===== config.mk =====
export PLATFORM = sky130hd
export DESIGN_NAME = rtc_two_wire_slave_port
export DESIGN_NICKNAME = d
export VERILOG_FILES = /design/src/logic/rtc_pkg.sv /design/src/logic/rtc_two_wire_slave_port.sv
export SDC_FILE = /design/constraint.sdc
export NUM_CORES = 1
export LEC_CHECK = 0
export BUFFER_PORTS_ARGS = -buffer_cell sky130_fd_sc_hd__buf_2
export CAP_MARGIN = 20
export CORE_AREA = 2 2 126 128
export DETAILED_ROUTE_END_ITERATION = 12
export DIE_AREA = 0 0 128 130
export PLACE_DENSITY = 0.75
export REMOVE_ABC_BUFFERS = 1
export SYNTH_ARGS = -nofsm -noshare
export SYNTH_HDL_FRONTEND = slang
export SYNTH_SLANG_ARGS = --single-unit

===== constraint.sdc =====
create_clock -name core_clk -period 4.7 [get_ports core_clk]
set_clock_uncertainty 0.05 [all_clocks]
set_input_delay 0.235 -clock core_clk [delete_from_list [all_inputs] [get_ports core_clk]]
set_output_delay 0.235 -clock core_clk [all_outputs]
set_load 0.05 [all_outputs]

===== src/logic/rtc_pkg.sv =====
// Constants shared by the two-wire real-time clock slave port
package rtc_pkg;
    // ****************************************
    // Bus addressing
    // ****************************************
    localparam logic [6:0] SLAVE_ADDR = 7'h68;
    localparam int         REG_COUNT  = 8;
    localparam logic [2:0] IDX_SEC    = 3'h0;
    localparam logic [2:0] IDX_MIN    = 3'h1;
    localparam logic [2:0] IDX_HOUR   = 3'h2;
    localparam logic [2:0] IDX_DAY    = 3'h3;
    localparam logic [2:0] IDX_DATE   = 3'h4;
    localparam logic [2:0] IDX_MON    = 3'h5;
    localparam logic [2:0] IDX_YEAR   = 3'h6;
    localparam logic [2:0] IDX_CTRL   = 3'h7;
    // ****************************************
    // Fields, limits and reset values
    // ****************************************
    localparam int         STOP_BIT   = 7;
    localparam int         CENT_EN_BIT = 6;
    localparam int         CENT_BIT   = 7;
    localparam int         OUT_BIT    = 7;
    localparam logic [7:0] CTRL_RESET = 8'h80;
    localparam logic [7:0] CAL_RESET  = 8'h00;
    localparam logic [7:0] ONE_RESET  = 8'h01;
    localparam logic [7:0] SEC_MAX    = 8'h59;
    localparam logic [7:0] HOUR_MAX   = 8'h23;
    localparam logic [7:0] DAY_MAX    = 8'h07;
    localparam logic [7:0] DATE_MAX   = 8'h31;
    localparam logic [7:0] MON_MAX    = 8'h12;
    localparam logic [7:0] YEAR_MAX   = 8'h99;
    // ****************************************
    // Timing
    // ****************************************
    localparam int         XTAL_HZ     = 32768;
    localparam int         CLK_HZ      = 50000000;
    localparam int         HOLD_MS     = 250;
    localparam int         HOLD_CYCLES = CLK_HZ / 1000 * HOLD_MS;
    // ****************************************
    // Bus states
    // ****************************************
    typedef enum logic [6:0] {
        ST_IDLE = 7'h01,
        ST_ADDR = 7'h02,
        ST_AACK = 7'h04,
        ST_RX   = 7'h08,
        ST_RACK = 7'h10,
        ST_TX   = 7'h20,
        ST_TACK = 7'h40
    } bus_state_t;
endpackage


===== src/logic/rtc_two_wire_slave_port.sv =====
// Two-wire slave port with BCD calendar registers of a real-time clock
`timescale 1ns/1ps
`default_nettype none

// Overview of operation
// - Respond only to matching slave address
// - Eight registers, seconds through control, sequential
// - Calendar registers hold BCD values
// - Pointer advances after every acknowledged data byte
// - Time derived from 32.768 kHz crystal
// - SDA change with SCL high is control
// - SDA falling while SCL high is START
// - SDA rising while SCL high is STOP
// - One bit per pulse, sampled SCL high
// - START opens, STOP closes, unlimited bytes
// - Eight-bit bytes each followed by acknowledge
// - Acknowledge every byte when receiving
// - Acknowledge holds SDA low through high
// - No acknowledge: release SDA for STOP
// - First written byte loads the pointer
// - Read pointer advances only on acknowledge
// - Postpone clock update during reads, 250 ms
// - Output pin follows control bit D7
module rtc_two_wire_slave_port #(
    parameter int unsigned HOLD_CYCLES = rtc_pkg::HOLD_CYCLES,
    parameter int unsigned XTAL_DIV    = rtc_pkg::XTAL_HZ
) (
    input  wire logic core_clk,
    input  wire logic rst_n,
    input  wire logic scl_in,
    input  wire logic sda_in,
    output var  logic sda_out,
    output var  logic sda_oe,
    input  wire logic crystal_input,
    output var  logic out_pin_out,
    output var  logic out_pin_oe
);
    // ****************************************
    // Reset release and pin synchronisers
    // ****************************************
    logic [1:0] rst_pipe;
    logic       rst_sync;
    logic       scl_meta, scl_s, scl_d;
    logic       sda_meta, sda_s, sda_d;
    logic       xtal_meta, xtal_s, xtal_d;

    always_ff @(posedge core_clk or negedge rst_n) begin
        if (!rst_n) begin
            rst_pipe <= 2'h0;
        end else begin
            rst_pipe <= {rst_pipe[0], 1'b1};
        end
    end
    assign rst_sync = rst_pipe[1];

    always_ff @(posedge core_clk or negedge rst_sync) begin
        if (!rst_sync) begin
            scl_meta  <= 1'b1;
            scl_s     <= 1'b1;
            scl_d     <= 1'b1;
            sda_meta  <= 1'b1;
            sda_s     <= 1'b1;
            sda_d     <= 1'b1;
            xtal_meta <= 1'b0;
            xtal_s    <= 1'b0;
            xtal_d    <= 1'b0;
        end else begin
            scl_meta  <= scl_in;
            scl_s     <= scl_meta;
            scl_d     <= scl_s;
            sda_meta  <= sda_in;
            sda_s     <= sda_meta;
            sda_d     <= sda_s;
            xtal_meta <= crystal_input;
            xtal_s    <= xtal_meta;
            xtal_d    <= xtal_s;
        end
    end

    logic scl_rise, scl_fall, start_det, stop_det;
    assign scl_rise  = scl_s & ~scl_d;
    assign scl_fall  = ~scl_s & scl_d;
    assign start_det = scl_s & scl_d & sda_d & ~sda_s;
    assign stop_det  = scl_s & scl_d & ~sda_d & sda_s;

    // BCD increment with wrap, carry in bit 8
    function automatic logic [8:0] bcd_inc(input logic [7:0] v, input logic [7:0] max,
                                          input logic [7:0] min);
        logic [8:0] r;
        if (v >= max) begin
            r = {1'b1, min};
        end else if (v[3:0] >= 4'h9) begin
            r = {1'b0, v[7:4] + 4'h1, 4'h0};
        end else begin
            r = {1'b0, v[7:4], v[3:0] + 4'h1};
        end
        return r;
    endfunction

    // ****************************************
    // Bus state machine
    // ****************************************
    rtc_pkg::bus_state_t state, next_state;
    logic [3:0] cnt, next_cnt;
    logic [7:0] shift, next_shift;
    logic [2:0] ptr, next_ptr;
    logic       first, next_first;
    logic       acked, next_acked;
    logic       next_sda_oe;
    logic       wr_en;
    logic [7:0] regs [rtc_pkg::REG_COUNT];

    always_comb begin
        next_state  = state;
        next_cnt    = cnt;
        next_shift  = shift;
        next_ptr    = ptr;
        next_first  = first;
        next_acked  = acked;
        next_sda_oe = sda_oe;
        wr_en       = 1'b0;
        if (stop_det) begin
            next_state  = rtc_pkg::ST_IDLE;
            next_sda_oe = 1'b0;
        end else if (start_det) begin
            next_state  = rtc_pkg::ST_ADDR;
            next_cnt    = 4'h0;
            next_sda_oe = 1'b0;
        end else begin
            case (state)
                rtc_pkg::ST_IDLE: begin
                end
                rtc_pkg::ST_ADDR, rtc_pkg::ST_RX: begin
                    if (scl_rise) begin
                        next_shift = {shift[6:0], sda_s};
                        next_cnt   = cnt + 4'h1;
                    end else if (scl_fall && cnt == 4'h8) begin
                        if (state == rtc_pkg::ST_ADDR && shift[7:1] != rtc_pkg::SLAVE_ADDR) begin
                            next_state = rtc_pkg::ST_IDLE;
                        end else begin
                            next_sda_oe = 1'b1;
                            next_state  = (state == rtc_pkg::ST_ADDR) ? rtc_pkg::ST_AACK
                                                                      : rtc_pkg::ST_RACK;
                            if (state == rtc_pkg::ST_RX) begin
                                next_first = 1'b0;
                                if (first) begin
                                    next_ptr = shift[2:0];
                                end else begin
                                    wr_en    = 1'b1;
                                    next_ptr = ptr + 3'h1;
                                end
                            end
                        end
                    end
                end
                rtc_pkg::ST_AACK: begin
                    if (scl_fall) begin
                        next_cnt = 4'h0;
                        if (shift[0]) begin
                            next_state  = rtc_pkg::ST_TX;
                            next_shift  = regs[ptr];
                            next_sda_oe = ~regs[ptr][7];
                        end else begin
                            next_state  = rtc_pkg::ST_RX;
                            next_first  = 1'b1;
                            next_sda_oe = 1'b0;
                        end
                    end
                end
                rtc_pkg::ST_RACK: begin
                    if (scl_fall) begin
                        next_state  = rtc_pkg::ST_RX;
                        next_cnt    = 4'h0;
                        next_sda_oe = 1'b0;
                    end
                end
                rtc_pkg::ST_TX: begin
                    if (scl_rise) begin
                        next_cnt = cnt + 4'h1;
                    end else if (scl_fall) begin
                        if (cnt == 4'h8) begin
                            next_state  = rtc_pkg::ST_TACK;
                            next_sda_oe = 1'b0;
                        end else begin
                            next_shift  = {shift[6:0], 1'b0};
                            next_sda_oe = ~shift[6];
                        end
                    end
                end
                rtc_pkg::ST_TACK: begin
                    if (scl_rise) begin
                        next_acked = ~sda_s;
                        if (!sda_s) begin
                            next_ptr = ptr + 3'h1;
                        end
                    end else if (scl_fall) begin
                        next_cnt = 4'h0;
                        if (acked) begin
                            next_state  = rtc_pkg::ST_TX;
                            next_shift  = regs[ptr];
                            next_sda_oe = ~regs[ptr][7];
                        end else begin
                            next_state  = rtc_pkg::ST_IDLE;
                            next_sda_oe = 1'b0;
                        end
                    end
                end
                default: begin
                    next_state  = rtc_pkg::ST_IDLE;
                    next_sda_oe = 1'b0;
                end
            endcase
        end
    end

    always_ff @(posedge core_clk or negedge rst_sync) begin
        if (!rst_sync) begin
            state   <= rtc_pkg::ST_IDLE;
            cnt     <= 4'h0;
            shift   <= 8'h00;
            ptr     <= rtc_pkg::IDX_SEC;
            first   <= 1'b0;
            acked   <= 1'b0;
            sda_oe  <= 1'b0;
            sda_out <= 1'b0;
        end else begin
            state   <= next_state;
            cnt     <= next_cnt;
            shift   <= next_shift;
            ptr     <= next_ptr;
            first   <= next_first;
            acked   <= next_acked;
            sda_oe  <= next_sda_oe;
            sda_out <= 1'b0;
        end
    end

    // ****************************************
    // Timekeeping and register file
    // ****************************************
    logic [15:0] div, next_div;
    logic [1:0]  pending, next_pending;
    logic [23:0] hold, next_hold;
    logic [7:0]  next_regs [rtc_pkg::REG_COUNT];
    logic        reading_clk, tick, apply, next_out_oe;

    assign reading_clk = (state == rtc_pkg::ST_TX || state == rtc_pkg::ST_TACK)
                         && ptr != rtc_pkg::IDX_CTRL;
    // one second per crystal period count
    assign tick  = xtal_s & ~xtal_d & ~regs[rtc_pkg::IDX_SEC][rtc_pkg::STOP_BIT]
                   && div == 16'(XTAL_DIV - 1);
    assign apply = pending != 2'h0 && !wr_en
                   && (!reading_clk || hold >= 24'(HOLD_CYCLES - 1));

    always_comb begin
        logic [8:0] r;
        r            = 9'h000;
        next_regs    = regs;
        next_div     = div;
        next_pending = pending;
        next_hold    = hold;
        if (xtal_s && !xtal_d) begin
            next_div = (div == 16'(XTAL_DIV - 1)) ? 16'h0000 : div + 16'h0001;
        end
        if (pending != 2'h0 && reading_clk && !apply) begin
            next_hold = hold + 24'h000001;
        end
        if (apply) begin
            next_hold = 24'h000000;
            r = bcd_inc({1'b0, regs[0][6:0]}, rtc_pkg::SEC_MAX, rtc_pkg::CAL_RESET);
            next_regs[0][6:0] = r[6:0];
            if (r[8]) begin
                r = bcd_inc({1'b0, regs[1][6:0]}, rtc_pkg::SEC_MAX, rtc_pkg::CAL_RESET);
                next_regs[1][6:0] = r[6:0];
            end
            if (r[8]) begin
                r = bcd_inc({2'h0, regs[2][5:0]}, rtc_pkg::HOUR_MAX, rtc_pkg::CAL_RESET);
                next_regs[2][5:0] = r[5:0];
            end
            if (r[8]) begin
                next_regs[3] = 8'(bcd_inc(regs[3], rtc_pkg::DAY_MAX, rtc_pkg::ONE_RESET));
                r = bcd_inc(regs[4], rtc_pkg::DATE_MAX, rtc_pkg::ONE_RESET);
                next_regs[4] = r[7:0];
            end
            if (r[8]) begin
                r = bcd_inc(regs[5], rtc_pkg::MON_MAX, rtc_pkg::ONE_RESET);
                next_regs[5] = r[7:0];
            end
            if (r[8]) begin
                r = bcd_inc(regs[6], rtc_pkg::YEAR_MAX, rtc_pkg::CAL_RESET);
                next_regs[6] = r[7:0];
            end
            if (r[8] && regs[2][rtc_pkg::CENT_EN_BIT]) begin
                next_regs[2][rtc_pkg::CENT_BIT] = ~regs[2][rtc_pkg::CENT_BIT];
            end
        end
        // Bus write wins; pending second kept
        if (wr_en) begin
            next_regs[ptr] = shift;
        end
        next_pending = pending - {1'b0, apply} + {1'b0, tick && (pending != 2'h3 || apply)};
        // pin low while control D7 is zero
        next_out_oe = ~next_regs[rtc_pkg::IDX_CTRL][rtc_pkg::OUT_BIT];
    end

    always_ff @(posedge core_clk or negedge rst_sync) begin
        if (!rst_sync) begin
            div         <= 16'h0000;
            pending     <= 2'h0;
            hold        <= 24'h000000;
            regs[0]     <= rtc_pkg::CAL_RESET;
            regs[1]     <= rtc_pkg::CAL_RESET;
            regs[2]     <= rtc_pkg::CAL_RESET;
            regs[3]     <= rtc_pkg::ONE_RESET;
            regs[4]     <= rtc_pkg::ONE_RESET;
            regs[5]     <= rtc_pkg::ONE_RESET;
            regs[6]     <= rtc_pkg::CAL_RESET;
            regs[7]     <= rtc_pkg::CTRL_RESET;
            out_pin_oe  <= 1'b0;
            out_pin_out <= 1'b0;
        end else begin
            div         <= next_div;
            pending     <= next_pending;
            hold        <= next_hold;
            regs        <= next_regs;
            out_pin_oe  <= next_out_oe;
            out_pin_out <= 1'b0;
        end
    end
endmodule

`default_nettype wire


[After elaboration in Yosys (flattened, before gate mapping)]
Cells that the tools add are included.
Operators by class
  $lt $le $gt $ge: 17
  multiplexer cells: 113
  add/subtract/negate cells: 20
  equality and inequality tests: 41
  reduce and logical (&&, ||, !) cells: 36
  bitwise gates (word level): 22
Operators by type and width (count)
  2-to-1 mux 8 bit: 22
  2-to-1 mux 9 bit: 17
  2-to-1 mux 7 bit: 14
  bitwise mux 64 bit: 1
  2-to-1 mux 63 bit: 1
  adder 4 x 1 -> 4 bit, second input constant: 12
  2-to-1 mux 24 bit: 2
  one-hot mux 7 bit (6 select lines): 1
  != test 4 bit, second input constant: 10
  2-to-1 mux 38 bit: 1
  != test 2 bit, second input constant: 17
  >= comparator 4 bit, second input constant: 8
  2-to-1 mux 16 bit: 2
  one-hot mux 8 bit (4 select lines): 1
  2-to-1 mux 1 bit: 29
  adder 24 x 1 -> 24 bit, second input constant: 1
  binary-select mux 8 bit (select 3 bit): 1
  demux 8 bit (select 3 bit): 1
  >= comparator 24 bit, second input constant: 1
  2-to-1 mux 3 bit: 7
  AND reduction 10 bit: 2
  2-to-1 mux 6 bit: 3
  AND reduction 9 bit: 2
  adder 16 x 1 -> 16 bit, second input constant: 1
  other kinds (43): 92
Storage, ports and cells
  logic and storage cells: 283
  output and inout port bits: 4
  register bits: 143
  input bits: 5

[Longest topological paths before layout]
Gate-level depths: netlist of run 1.
  word-level depth: 28
  gate-level depth with buffers: 15

[Least setup slack after synthesis of run 1]
Ideal clock, no wire load.
  path type: reg-to-reg
  start: register ptr[0]
  end: register pending[1]
  path buffers: 2
  slack: 1.666 ns
  cell stages (with the launch flop): 14
  setup time: 0.125 ns
  clock period less this slack: 3.034 ns
  data arrival time: 2.859 ns
  cell sequence: dfrtp_1 ha_1 ha_1 or4_4 nor4_2 a21o_1 inv_1 buf_2 buf_1 ha_1 inv_1 ha_1 xnor2_1 xnor2_1
Between the ends
  word-level cells in the longest chain between the ends: 8
RTL lines
  start: declaration: RTL line rtc_two_wire_slave_port.sv:106  | logic [2:0] ptr, next_ptr;
  start signal: assignment: RTL line rtc_two_wire_slave_port.sv:221  | ptr <= rtc_pkg::IDX_SEC;
  start signal: assignment: RTL line rtc_two_wire_slave_port.sv:230  | ptr <= next_ptr;
  != test 3 bit (*): RTL line rtc_two_wire_slave_port.sv:248  | && ptr != rtc_pkg::IDX_CTRL;
  logical AND 1 bit (*): RTL line rtc_two_wire_slave_port.sv:248
  zero test 1 bit (*): RTL line rtc_two_wire_slave_port.sv:253  | && (!reading_clk || hold >= 24'(HOLD_CYCLES - 1));
  logical OR 1 bit (*): RTL line rtc_two_wire_slave_port.sv:253
  logical AND 1 bit (*): RTL line rtc_two_wire_slave_port.sv:253
  branches (longest 2 deep; another with subtractor 2 x 1 -> 2 bit)
  adder 2 x 1 -> 2 bit (*): RTL line rtc_two_wire_slave_port.sv:301  | next_pending = pending - {1'b0, apply} + {1'b0, tick && (pending != 2'h3 || apply)};
  net next_pending[1]: RTL line rtc_two_wire_slave_port.sv:242  | logic [1:0] pending, next_pending;
  end signal: assignment: RTL line rtc_two_wire_slave_port.sv:323  | pending <= next_pending;
  end: declaration: RTL line rtc_two_wire_slave_port.sv:242
Mark *: on every way through the listed nets, which the timed path passes.
A chain may end at the register's enable or synchronous reset.

[Worst setup path in the final report of run 1]
Ends and elaborated chain as after synthesis.

==> impl_results.md, run 1 <==
- Status: finished clean
- Vias: 7433
- Layout Area Growth over Synthesis: 8.88%
- Int Pwr: 2.24 mW
- Cts repair resizes: 0
- Ys flop type: dfrtp_1
- Fillcell total: 1272
- Congestion Overflow GR: 0
- Sequential share of the synthesized area: 40.2%
- Leak: 4.15 nW
- EDFF count, synth: 0
- CTS tree: yes
- Final hold violation count: 0
- Area post-placement: 0.00910 mm2
- Clock transition at the registers of the reported paths: 0.06 ns
- Clk_lat worst skew: 0.43 ns
- Syn_area_per_cell: 9.48 um2
- Crit start category: flip-flop
- Post-synth top area share: 36.9%
- CTS buffer count: 17
- Asr flop ratio synth: 100%
- Fin area: 0.00974 mm2
- Sequential Power Share: 44.2%
- Final ANT Viol Nets: 0
- RSZ-0062 raised after global routing: false
- Sw power: 0.905 mW
- DR pass1 iterations: 5
- Gate power share: 12.2%
- Pwr per Cell Area: 323 mW/mm2
- HP Class: input pin to asynchronous set/reset pin
- CP endpoint kind: flip-flop
- Final net count: 988
- Core Area: 0.0154 mm2
- GPL Wtd Cong: 0.929
- Period utilization: 75.1%
- GRT Util Overall: 28.4%
- Util after Layout: 63.1%
- DRT iter0 DRCs: 721
- Worst Path Required: 5.00 ns
- Number of port buffers: 6
- Crit path max fanout: 23
- Via/cell ratio: 6.50
- Setup tns final: 0 ns
- Relative max-transition margin: 23.7%
- Vias in the first global route: 7086
- Worst Setup Path Type: flip-flop to flip-flop
- Peak supply drop: 299 uV
- Slowest stage delay, CP: 0.47 ns
- WL final: 22500 um
- First-pass GRT wire length: 37100 um
- DRC: 0
- Std cell rows: 46
- Clk pwr share: 43.7%
- Crit path cell chain: buf_4, ha_1, ha_1, or4_4, nor4_2, buf_4, nand2_1, a21oi_1, or3b_2, ha_1, inv_1, ha_1, xnor2_1, xnor2_1
- Minimum clock period: 3.53 ns
- Post-DP HPWL: 15300 um
- Worst slew pin tran: 1.14 ns
- Fin. max-slew vios: 0
- Yosys reg bits: 143
- Ranking of synthesized cells by area: dfrtp_1 (37%), ha_1 (6.2%), mux4_2 (4.0%), nor2_1 (3.9%), dfstp_2 (3.2%)
- Final setup viols: 0
- Total Die Area: 0.0166 mm2
- Final std cells w/o fill: 1144
- Switch share: 28.8%
- Worst Path Arrival: 3.83 ns
- Layout cell share with drive strength beyond 1: 11.9%
- Cells after Synth: 943
- H-tree levels: 4
- Max-Cap Viols: 0
- Yosys top cell by area: dfrtp_1
- Most used cell, CP: ha_1
- Initial antenna violation count: 0
- DR WL/cell: 19.7 um
- Setup bufs post-CTS: 0
- Yosys warning count: 0
- Synthesized area: 0.00894 mm2
- Clock buffer depth: 2
- FMAX: 283 MHz
- Largest net degree at the start of global routing: 73
- Ports: 9
- Die width: 128 um
- DP Cell Count: 1108
- Initial core utilization: 58.0%
- Cell variety after synth: 81
- Slowest cell on crit path: or4_4
- CTS Sinks: 143
- Root buffer cell: clkbuf_16
- Die H: 130 um
- CP bufs+invs: 3
- Delay-heaviest family, CP: simple AND/OR/NAND/NOR gates
- # diodes: 0
-- worst paths after layout --
path | start | endpoint | slack [ns] | depth (start not counted)
worst max-delay path | ptr[0] | pending[1] | 1.17 | 14
worst min-delay path | rst_n | rst_pipe[0] | 0.07 | 2
worst max register to register | ptr[0] | pending[1] | 1.17 | 14
worst min register to register | rst_pipe[0] | rst_pipe[1] | 0.30 | 0
max in group asynchronous | rst_pipe[1] | scl_s | 3.12 | 1
min in group core_clk | rst_pipe[0] | rst_pipe[1] | 0.30 | 0
-- registers in the layout, summed over array words and instances, names as in the netlist, 2 cells and up --
name,flops
cnt,4
div,16
hold,24
pending,2
ptr,3
regs,64
rst_pipe,2
shift,8
state,7
-- what timing repair did --
action / 4_1_cts / 5_1_grt
endpoints found under the setup margin: 0 / 0
hold endpoints to repair: 5 / 0
hold buffers: 4 / 0
-- power groups by stage --
stage / logic, mW / registers (mW) / clock network, mW
floorplan: 0.220 / 1.44 / 0
global placement: 0.370 / 1.41 / 0
detailed placement: 0.375 / 1.41 / 0
CTS: 0.386 / 1.39 / 1.38
global route: 0.423 / 1.40 / 1.44
finish: 0.383 / 1.39 / 1.37
-- cells in the mapped netlist, drive strengths merged (20+ instances only) --
| cell type | number |
|---|---|
| ha | 44 |
| nor3 | 22 |
| inv | 45 |
| buf | 23 |
| a21oi | 49 |
| nand3 | 51 |
| clkbuf | 21 |
| dfrtp | 132 |
| o21ai | 48 |
| nand2 | 72 |
| xnor2 | 22 |
| xor2 | 20 |
| a31oi | 26 |
| nor2 | 94 |
-- cells in the final DEF (no fill, tap or decap), drive strengths merged, types with 8 or more instances in the layout --
cell type and instances:
dfstp 11, a21oi 49, xor2 20, nand3 51, buf 16, clkbuf 17
a21o 9, nor3b 8, nor2b 9, o31ai 13, o22ai 12, nand2 72
ha 44, nor4 14, mux2 14, inv 52, o21ai 48, xnor2 22
a31oi 26, and4 8, and3 9, mux4 16, mux2i 15, o211ai 16
nor2 94, dfrtp 132, nor3 22, nand2b 8, nand4 18
-- routing by layer --
layer | track usage [%] | share of wire [%]
met1 | 37.2 | 43
met2 | 46.2 | 47
met3 | 6.48 | 6.6
met4 | 11.1 | 3.2
met5 | 0 | 0
-- layout make-up --
| cell class | instances | area, um2 | share of cell area [%] |
|---|---|---|---|
| multi-input cells | 712 | 4990 | 51.2 |
| well taps | 192 | 240 | 2.47 |
| inverters | 45 | 169 | 1.73 |
| clock buffers | 17 | 425 | 4.37 |
| clock inverters | 15 | 174 | 1.79 |
| flip-flops and latches | 143 | 3600 | 36.9 |
| repair buffers | 20 | 145 | 1.49 |
-- cell families after synthesis --
logic type	Yosys count	synth area share (%)
AND/OR/NAND/NOR	356	21.5
flip-flops	143	40.2
XOR/XNOR	42	4.11
buffers and inverters	89	4.10
AO/OA/AOI/OAI	222	16.4
multiplexers	45	7.47
other	2	0.0840
adder cells (fa/ha/maj)	44	6.16
-- per-stage QoR --
stage	power (mW)	setup slack [ns]	hold slack, ns
detailed placement	1.78	1.24	-0.0252
CTS	3.16	1.18	0.0635
global placement	1.78	1.32	-0.0281
finish	3.15	1.17	0.0672
floorplan	1.66	0.390	-0.111
global route	3.26	0.962	0.0705
Power figures use the tool's default switching activity.
==> run 2, diff against run 1 <==
clock period = 3.65 ns   (was 4.7 ns; I/O delays follow)
==> run 2 against run 1 <==
Against the previous run: global-route usage rose by 0.72 points; flip-flop and latch count did not move; hold slack improved by 0.24 ns; clock power rose by 31%; design area rose by 0.75%; combinational power rose by 32%; first-iteration DRC count rose by 12%; critical endpoint unchanged; utilization rose by 0.47 points.
==> impl_results.md, run 2 (same netlist as run 1, synthesis figures left out) <==
- DR WL/cell: 19.9 um
- CP bufs+invs: 4
- Commonest non-fill, non-tap cell in the layout: dfrtp_1
- WHS Path Cells: 0
- Die width: 128 um
- Most used cell, CP: ha_1
- Worst slew pin tran: 0.885 ns
- Max FFs per register: 64
- Root buffer cell: clkbuf_16
- Layout cell share with drive strength beyond 1: 12.5%
- Status: finished clean
- CP startpoint: ptr[0]
- Int Pwr: 2.91 mW
- Clock buffer depth: 2
- Worst Path Required: 3.91 ns
- Leak: 4.20 nW
- PnR worst setup slack: 0.669 ns
- Die H: 130 um
- Crit path max fanout: 14
- Crit path cell chain: ha_1, ha_1, or4_4, nor4_2, buf_4, a21o_1, buf_4, inv_1, ha_1, inv_1, ha_1, xnor2_1, xnor2_1
- Total Die Area: 0.0166 mm2
- Fillcell total: 1232
- Minimum clock period: 2.98 ns
- Std cell rows: 46
- Vias: 7506
- Relative max-transition margin: 40.6%
- Worst Path Arrival: 3.24 ns
- H-tree levels: 4
- Vias in the first global route: 7207
- Worst reg-to-reg path cell count: 13
- HP Class: flip-flop to flip-flop
- Largest net degree at the start of global routing: 67
- GRT Util Overall: 29.1%
- CTS buffer count: 17
- Peak supply drop: 321 uV
- Clk pwr share: 43.9%
- RR Startpoint: ptr[0]
- DRC: 0
- Fin area: 0.00981 mm2
- First-pass GRT wire length: 37500 um
- Commonest non-fill, non-tap cells in the layout: dfrtp_1 (131), nor2_1 (94), nand2_1 (72), a21oi_1 (49), nand3_1 (48)
- CP endpoint kind: flip-flop
- Worst hold slack: 0.303 ns
- Hold Crit Endpoint: rst_pipe[1]
- # diodes: 0
- Max-Cap Viols: 0
- Ports: 9
- Sw power: 1.19 mW
- DRT iter0 DRCs: 806
- Core Area: 0.0154 mm2
- GPL Wtd Cong: 0.922
- Final net count: 996
- Clock transition at the registers of the reported paths: 0.07 ns
- Initial antenna violation count: 0
- Final ANT Viol Nets: 0
- Delay-heaviest family, CP: adder cells
- Clk_lat worst skew: 0.43 ns
- Final setup viols: 0
- Setup tns final: 0 ns
- Initial core utilization: 58.0%
- DR pass1 iterations: 6
- Worst Setup Path Type: flip-flop to flip-flop
- Final total power: 4.10 mW
- CTS tree: yes
- WL final: 22900 um
- Congestion Overflow GR: 0
- Slowest cell on crit path: or4_4
- CTS Sinks: 143
- FF-to-FF End: pending[1]
- Layout Area Growth over Synthesis: 9.70%
- FMAX: 336 MHz
- Largest Register: regs
- Crit start category: flip-flop
- Post-DP HPWL: 15600 um
- Slowest stage delay, CP: 0.47 ns
- R2R setup slack: 0.67 ns
- Gate power share: 12.3%
- Area post-placement: 0.00915 mm2
- Area of the multi-input gates: 0.00499 mm2
- Number of port buffers: 6
- Pwr per Cell Area: 418 mW/mm2
- Sequential Power Share: 43.7%
- Switch share: 28.9%
- Worst slack at placement: 0.673 ns
- Hold Startpoint: rst_pipe[0]
- Reg area: 0.00360 mm2
- Period utilization: 81.7%
- Final hold violation count: 0
- RSZ-0062 raised after global routing: false
- Via/cell ratio: 6.52
- Biggest regs: regs x64, hold x24, div x16
- Fin. max-slew vios: 0
run 2: cell type report:
type                            count  share of cell area (%)
Clock inverter                     14                    1.73
Timing Repair Buffer               28                    2.12
Tap cell                          192                    2.45
Sequential cell                   143                    36.7
Multi-Input combinational cell    712                    50.8
Inverter                           45                    1.72
Clock buffer                       18                    4.48
run 2: worst max path at each step:
stage / endpoint / cells after the start
after floorplan: acked / 0
after global placement: pending[1] / 11
after detailed placement: pending[1] / 11
after CTS: pending[1] / 11
after global routing: pending[1] / 11
final: pending[1] / 13
run 2: power groups by stage:
stage | clock (mW) | sequential [mW] | combinational [mW]
final | 1.80 | 1.79 | 0.506
after global routing | 1.91 | 1.80 | 0.560
after CTS | 1.83 | 1.79 | 0.507
after detailed placement | 0 | 1.82 | 0.499
after global placement | 0 | 1.81 | 0.491
after floorplan | 0 | 1.85 | 0.283
run 2: metrics by stage:
stage / util [%] / cells
global placement: 59.3 / 1115
finish: 63.6 / 1152
floorplan: - / 900
CTS: 63.6 / 1152
global route: 63.6 / 1152
detailed placement: 59.3 / 1115
run 2: layer usage:
metal / vias up / global-route usage, % / wire (um) / share of wire, %
met5: - / 0 / 0 / 0
met4: 0 / 13.3 / 853 / 3.7
met3: 68 / 6.52 / 1560 / 6.8
met2: 325 / 46.0 / 10800 / 47
met1: 3643 / 38.7 / 9670 / 42
li1: 3470 / - / - / -
run 2: worst reg2reg max path, cell delays in order, from the launching register on:
cell and delay [ns]:
dfrtp_1 0.39, ha_1 0.22, ha_1 0.19, or4_4 0.47, nor4_2 0.15, buf_4 0.25, a21o_1 0.14, buf_4 0.17
inv_1 0.08, ha_1 0.28, inv_1 0.04, ha_1 0.18, xnor2_1 0.13, xnor2_1 0.12
run 2: timing repair:
action                    4_1_cts  5_1_grt
setup buffers                   0        0
hold buffers                    5        0
resized for setup               0        0
hold endpoints to repair        5        0
==> run 3, diff against run 2 <==
clock period = 2.9 ns   (was 3.65 ns; I/O delays follow)
==> run 3 against run 2 <==
Against the previous run: setup slack worse by 0.53 ns; hold slack worse by 0.086 ns; register-to-register slack worse by 0.53 ns; cell count is 2.7% higher; critical path depth is 5 lower; maximum frequency is 8.1% higher; clock power is 20% higher; count of clock-buffer cells in the layout is 1 higher; largest power group is now registers; highest routed layer unchanged.
==> impl_results.md, run 3 (same netlist as run 1, synthesis figures left out) <==
- Status: finished clean
- Worst Setup Path Type: flip-flop to flip-flop
- Vias in the first global route: 7362
- Commonest non-fill, non-tap cell in the layout: dfrtp_1
- Clk_lat worst skew: 0.43 ns
- Layout Area Growth over Synthesis: 12.2%
- Biggest regs: regs x64, hold x24, div x16
- Worst slew pin tran: 0.735 ns
- Fin. max-slew vios: 0
- Number of port buffers: 6
- H-tree levels: 4
- Root buffer cell: clkbuf_16
- Final ANT Viol Nets: 0
- Final net count: 1027
- Std cell rows: 46
- Largest net degree at the start of global routing: 94
- Via/cell ratio: 6.45
- DRT iter0 DRCs: 896
- CTS tree: yes
- Post-DP HPWL: 16100 um
- R2R setup slack: 0.14 ns
- Fillcell total: 1230
- Initial core utilization: 58.0%
- Initial antenna violation count: 0
- Minimum clock period: 2.76 ns
- RSZ-0062 raised after global routing: false
- # diodes: 0
- CTS buffer count: 17
- Area post-placement: 0.00939 mm2
- Ports: 9
- Clock transition at the registers of the reported paths: 0.06 ns
- Relative max-transition margin: 51.0%
- Worst Path Required: 3.20 ns
- Worst Path Arrival: 3.06 ns
- Clock buffer depth: 2
- DR pass1 iterations: 5
- Max-Cap Viols: 0
- Final setup viols: 0
- Final hold violation count: 0
- WL final: 23400 um
- Largest Register: regs
- Total Die Area: 0.0166 mm2
- Setup tns final: 0 ns
- First-pass GRT wire length: 37900 um
- Max FFs per register: 64
- GRT Util Overall: 29.2%
- Congestion Overflow GR: 0
- Leak: 4.34 nW
- Pwr per Cell Area: 505 mW/mm2
- CP endpoint kind: flip-flop
- Layout cell share with drive strength beyond 1: 15.1%
- Vias: 7636
- Fin area: 0.0100 mm2
- CTS Sinks: 143
- DR WL/cell: 19.8 um
- Crit start category: flip-flop
- Crit path max fanout: 13
- Peak supply drop: 473 uV
- Period utilization: 95.1%
- Core Area: 0.0154 mm2
- HP Class: flip-flop to asynchronous set/reset pin
- Die width: 128 um
- FMAX: 363 MHz
- DRC: 0
- Die H: 130 um
- Worst hold slack: 0.217 ns
- GPL Wtd Cong: 0.954
- Commonest non-fill, non-tap cells in the layout: dfrtp_1 (131), nor2_1 (94), nand2_1 (72), a21oi_1 (49), nand3_1 (48)
run 3: cell count changes in the layout (fill, tap and decap cells not counted), sizes merged:
| cell | before | now |
|---|---|---|
| buf | 23 | 54 |
| clkbuf | 18 | 19 |
| clkinv | 4 | 7 |
| clkinvlp | 0 | 2 |
| inv | 53 | 47 |
run 3: path summary, 6_finish.rpt:
check | start | to | cells after the start
min in group core_clk | rst_pipe[0] | rst_pipe[1] | 0
setup reg to reg | ptr[0] | regs[12] | 8
hold reg to reg | rst_pipe[1] | regs[49] | 0
hold / removal | rst_pipe[1] | regs[49] | 0
max in group asynchronous | rst_pipe[1] | scl_s | 1
setup / recovery | ptr[0] | regs[12] | 8
run 3: what timing repair did:
item,CTS,global route
hold buffers,5,0
endpoints found under the hold margin,5,0
setup buffers,0,1
setup endpoints to repair,0,8
gates resized for setup,0,1
run 3: power breakdown:
| part | internal [mW] | switching, mW | total, mW |
|---|---|---|---|
| Combinational | 0.273 | 0.386 | 0.660 |
| Sequential | 2.08 | 0.164 | 2.24 |
| Clock | 1.29 | 0.875 | 2.16 |
| Total | 3.64 | 1.43 | 5.07 |
run 3: through the flow:
step	utilization, %	cells	power [mW]	worst slack [ns]
6_report	65.1	1183	5.07	0.142
5_1_grt	65.1	1183	5.23	0.00766
4_1_cts	65.0	1182	5.09	0.0940
3_5_place_dp	60.9	1145	2.92	0.104
3_3_place_gp	60.9	1145	2.90	0.247
2_1_floorplan	-	900	2.69	-1.41
run 3: final cells by class:
cell class                      count  area, um2  area share [%]
Multi-Input combinational cell    712       5000            49.8
Sequential cell                   143       3600            35.8
Timing Repair Buffer               59        453            4.51
Clock buffer                       19        443            4.41
Tap cell                          192        240            2.39
Inverter                           45        169            1.68
Clock inverter                     13        139            1.38
run 3: worst max-delay path, stage by stage (launching register included):
cell	delay, ns
dfrtp_1	0.39
ha_1	0.21
ha_1	0.19
or4_4	0.47
nor4_4	0.21
buf_4	0.25
and2_1	0.50
o31ai_1	0.19
a31oi_1	0.22
run 3: metal layers:
layer,vias up,share of wire (%),global-route usage [%]
met2,323,47,45.8
met1,3680,42,38.0
li1,3546,-,-
met5,-,0,0
met3,87,6.8,5.70
met4,0,4.5,17.3
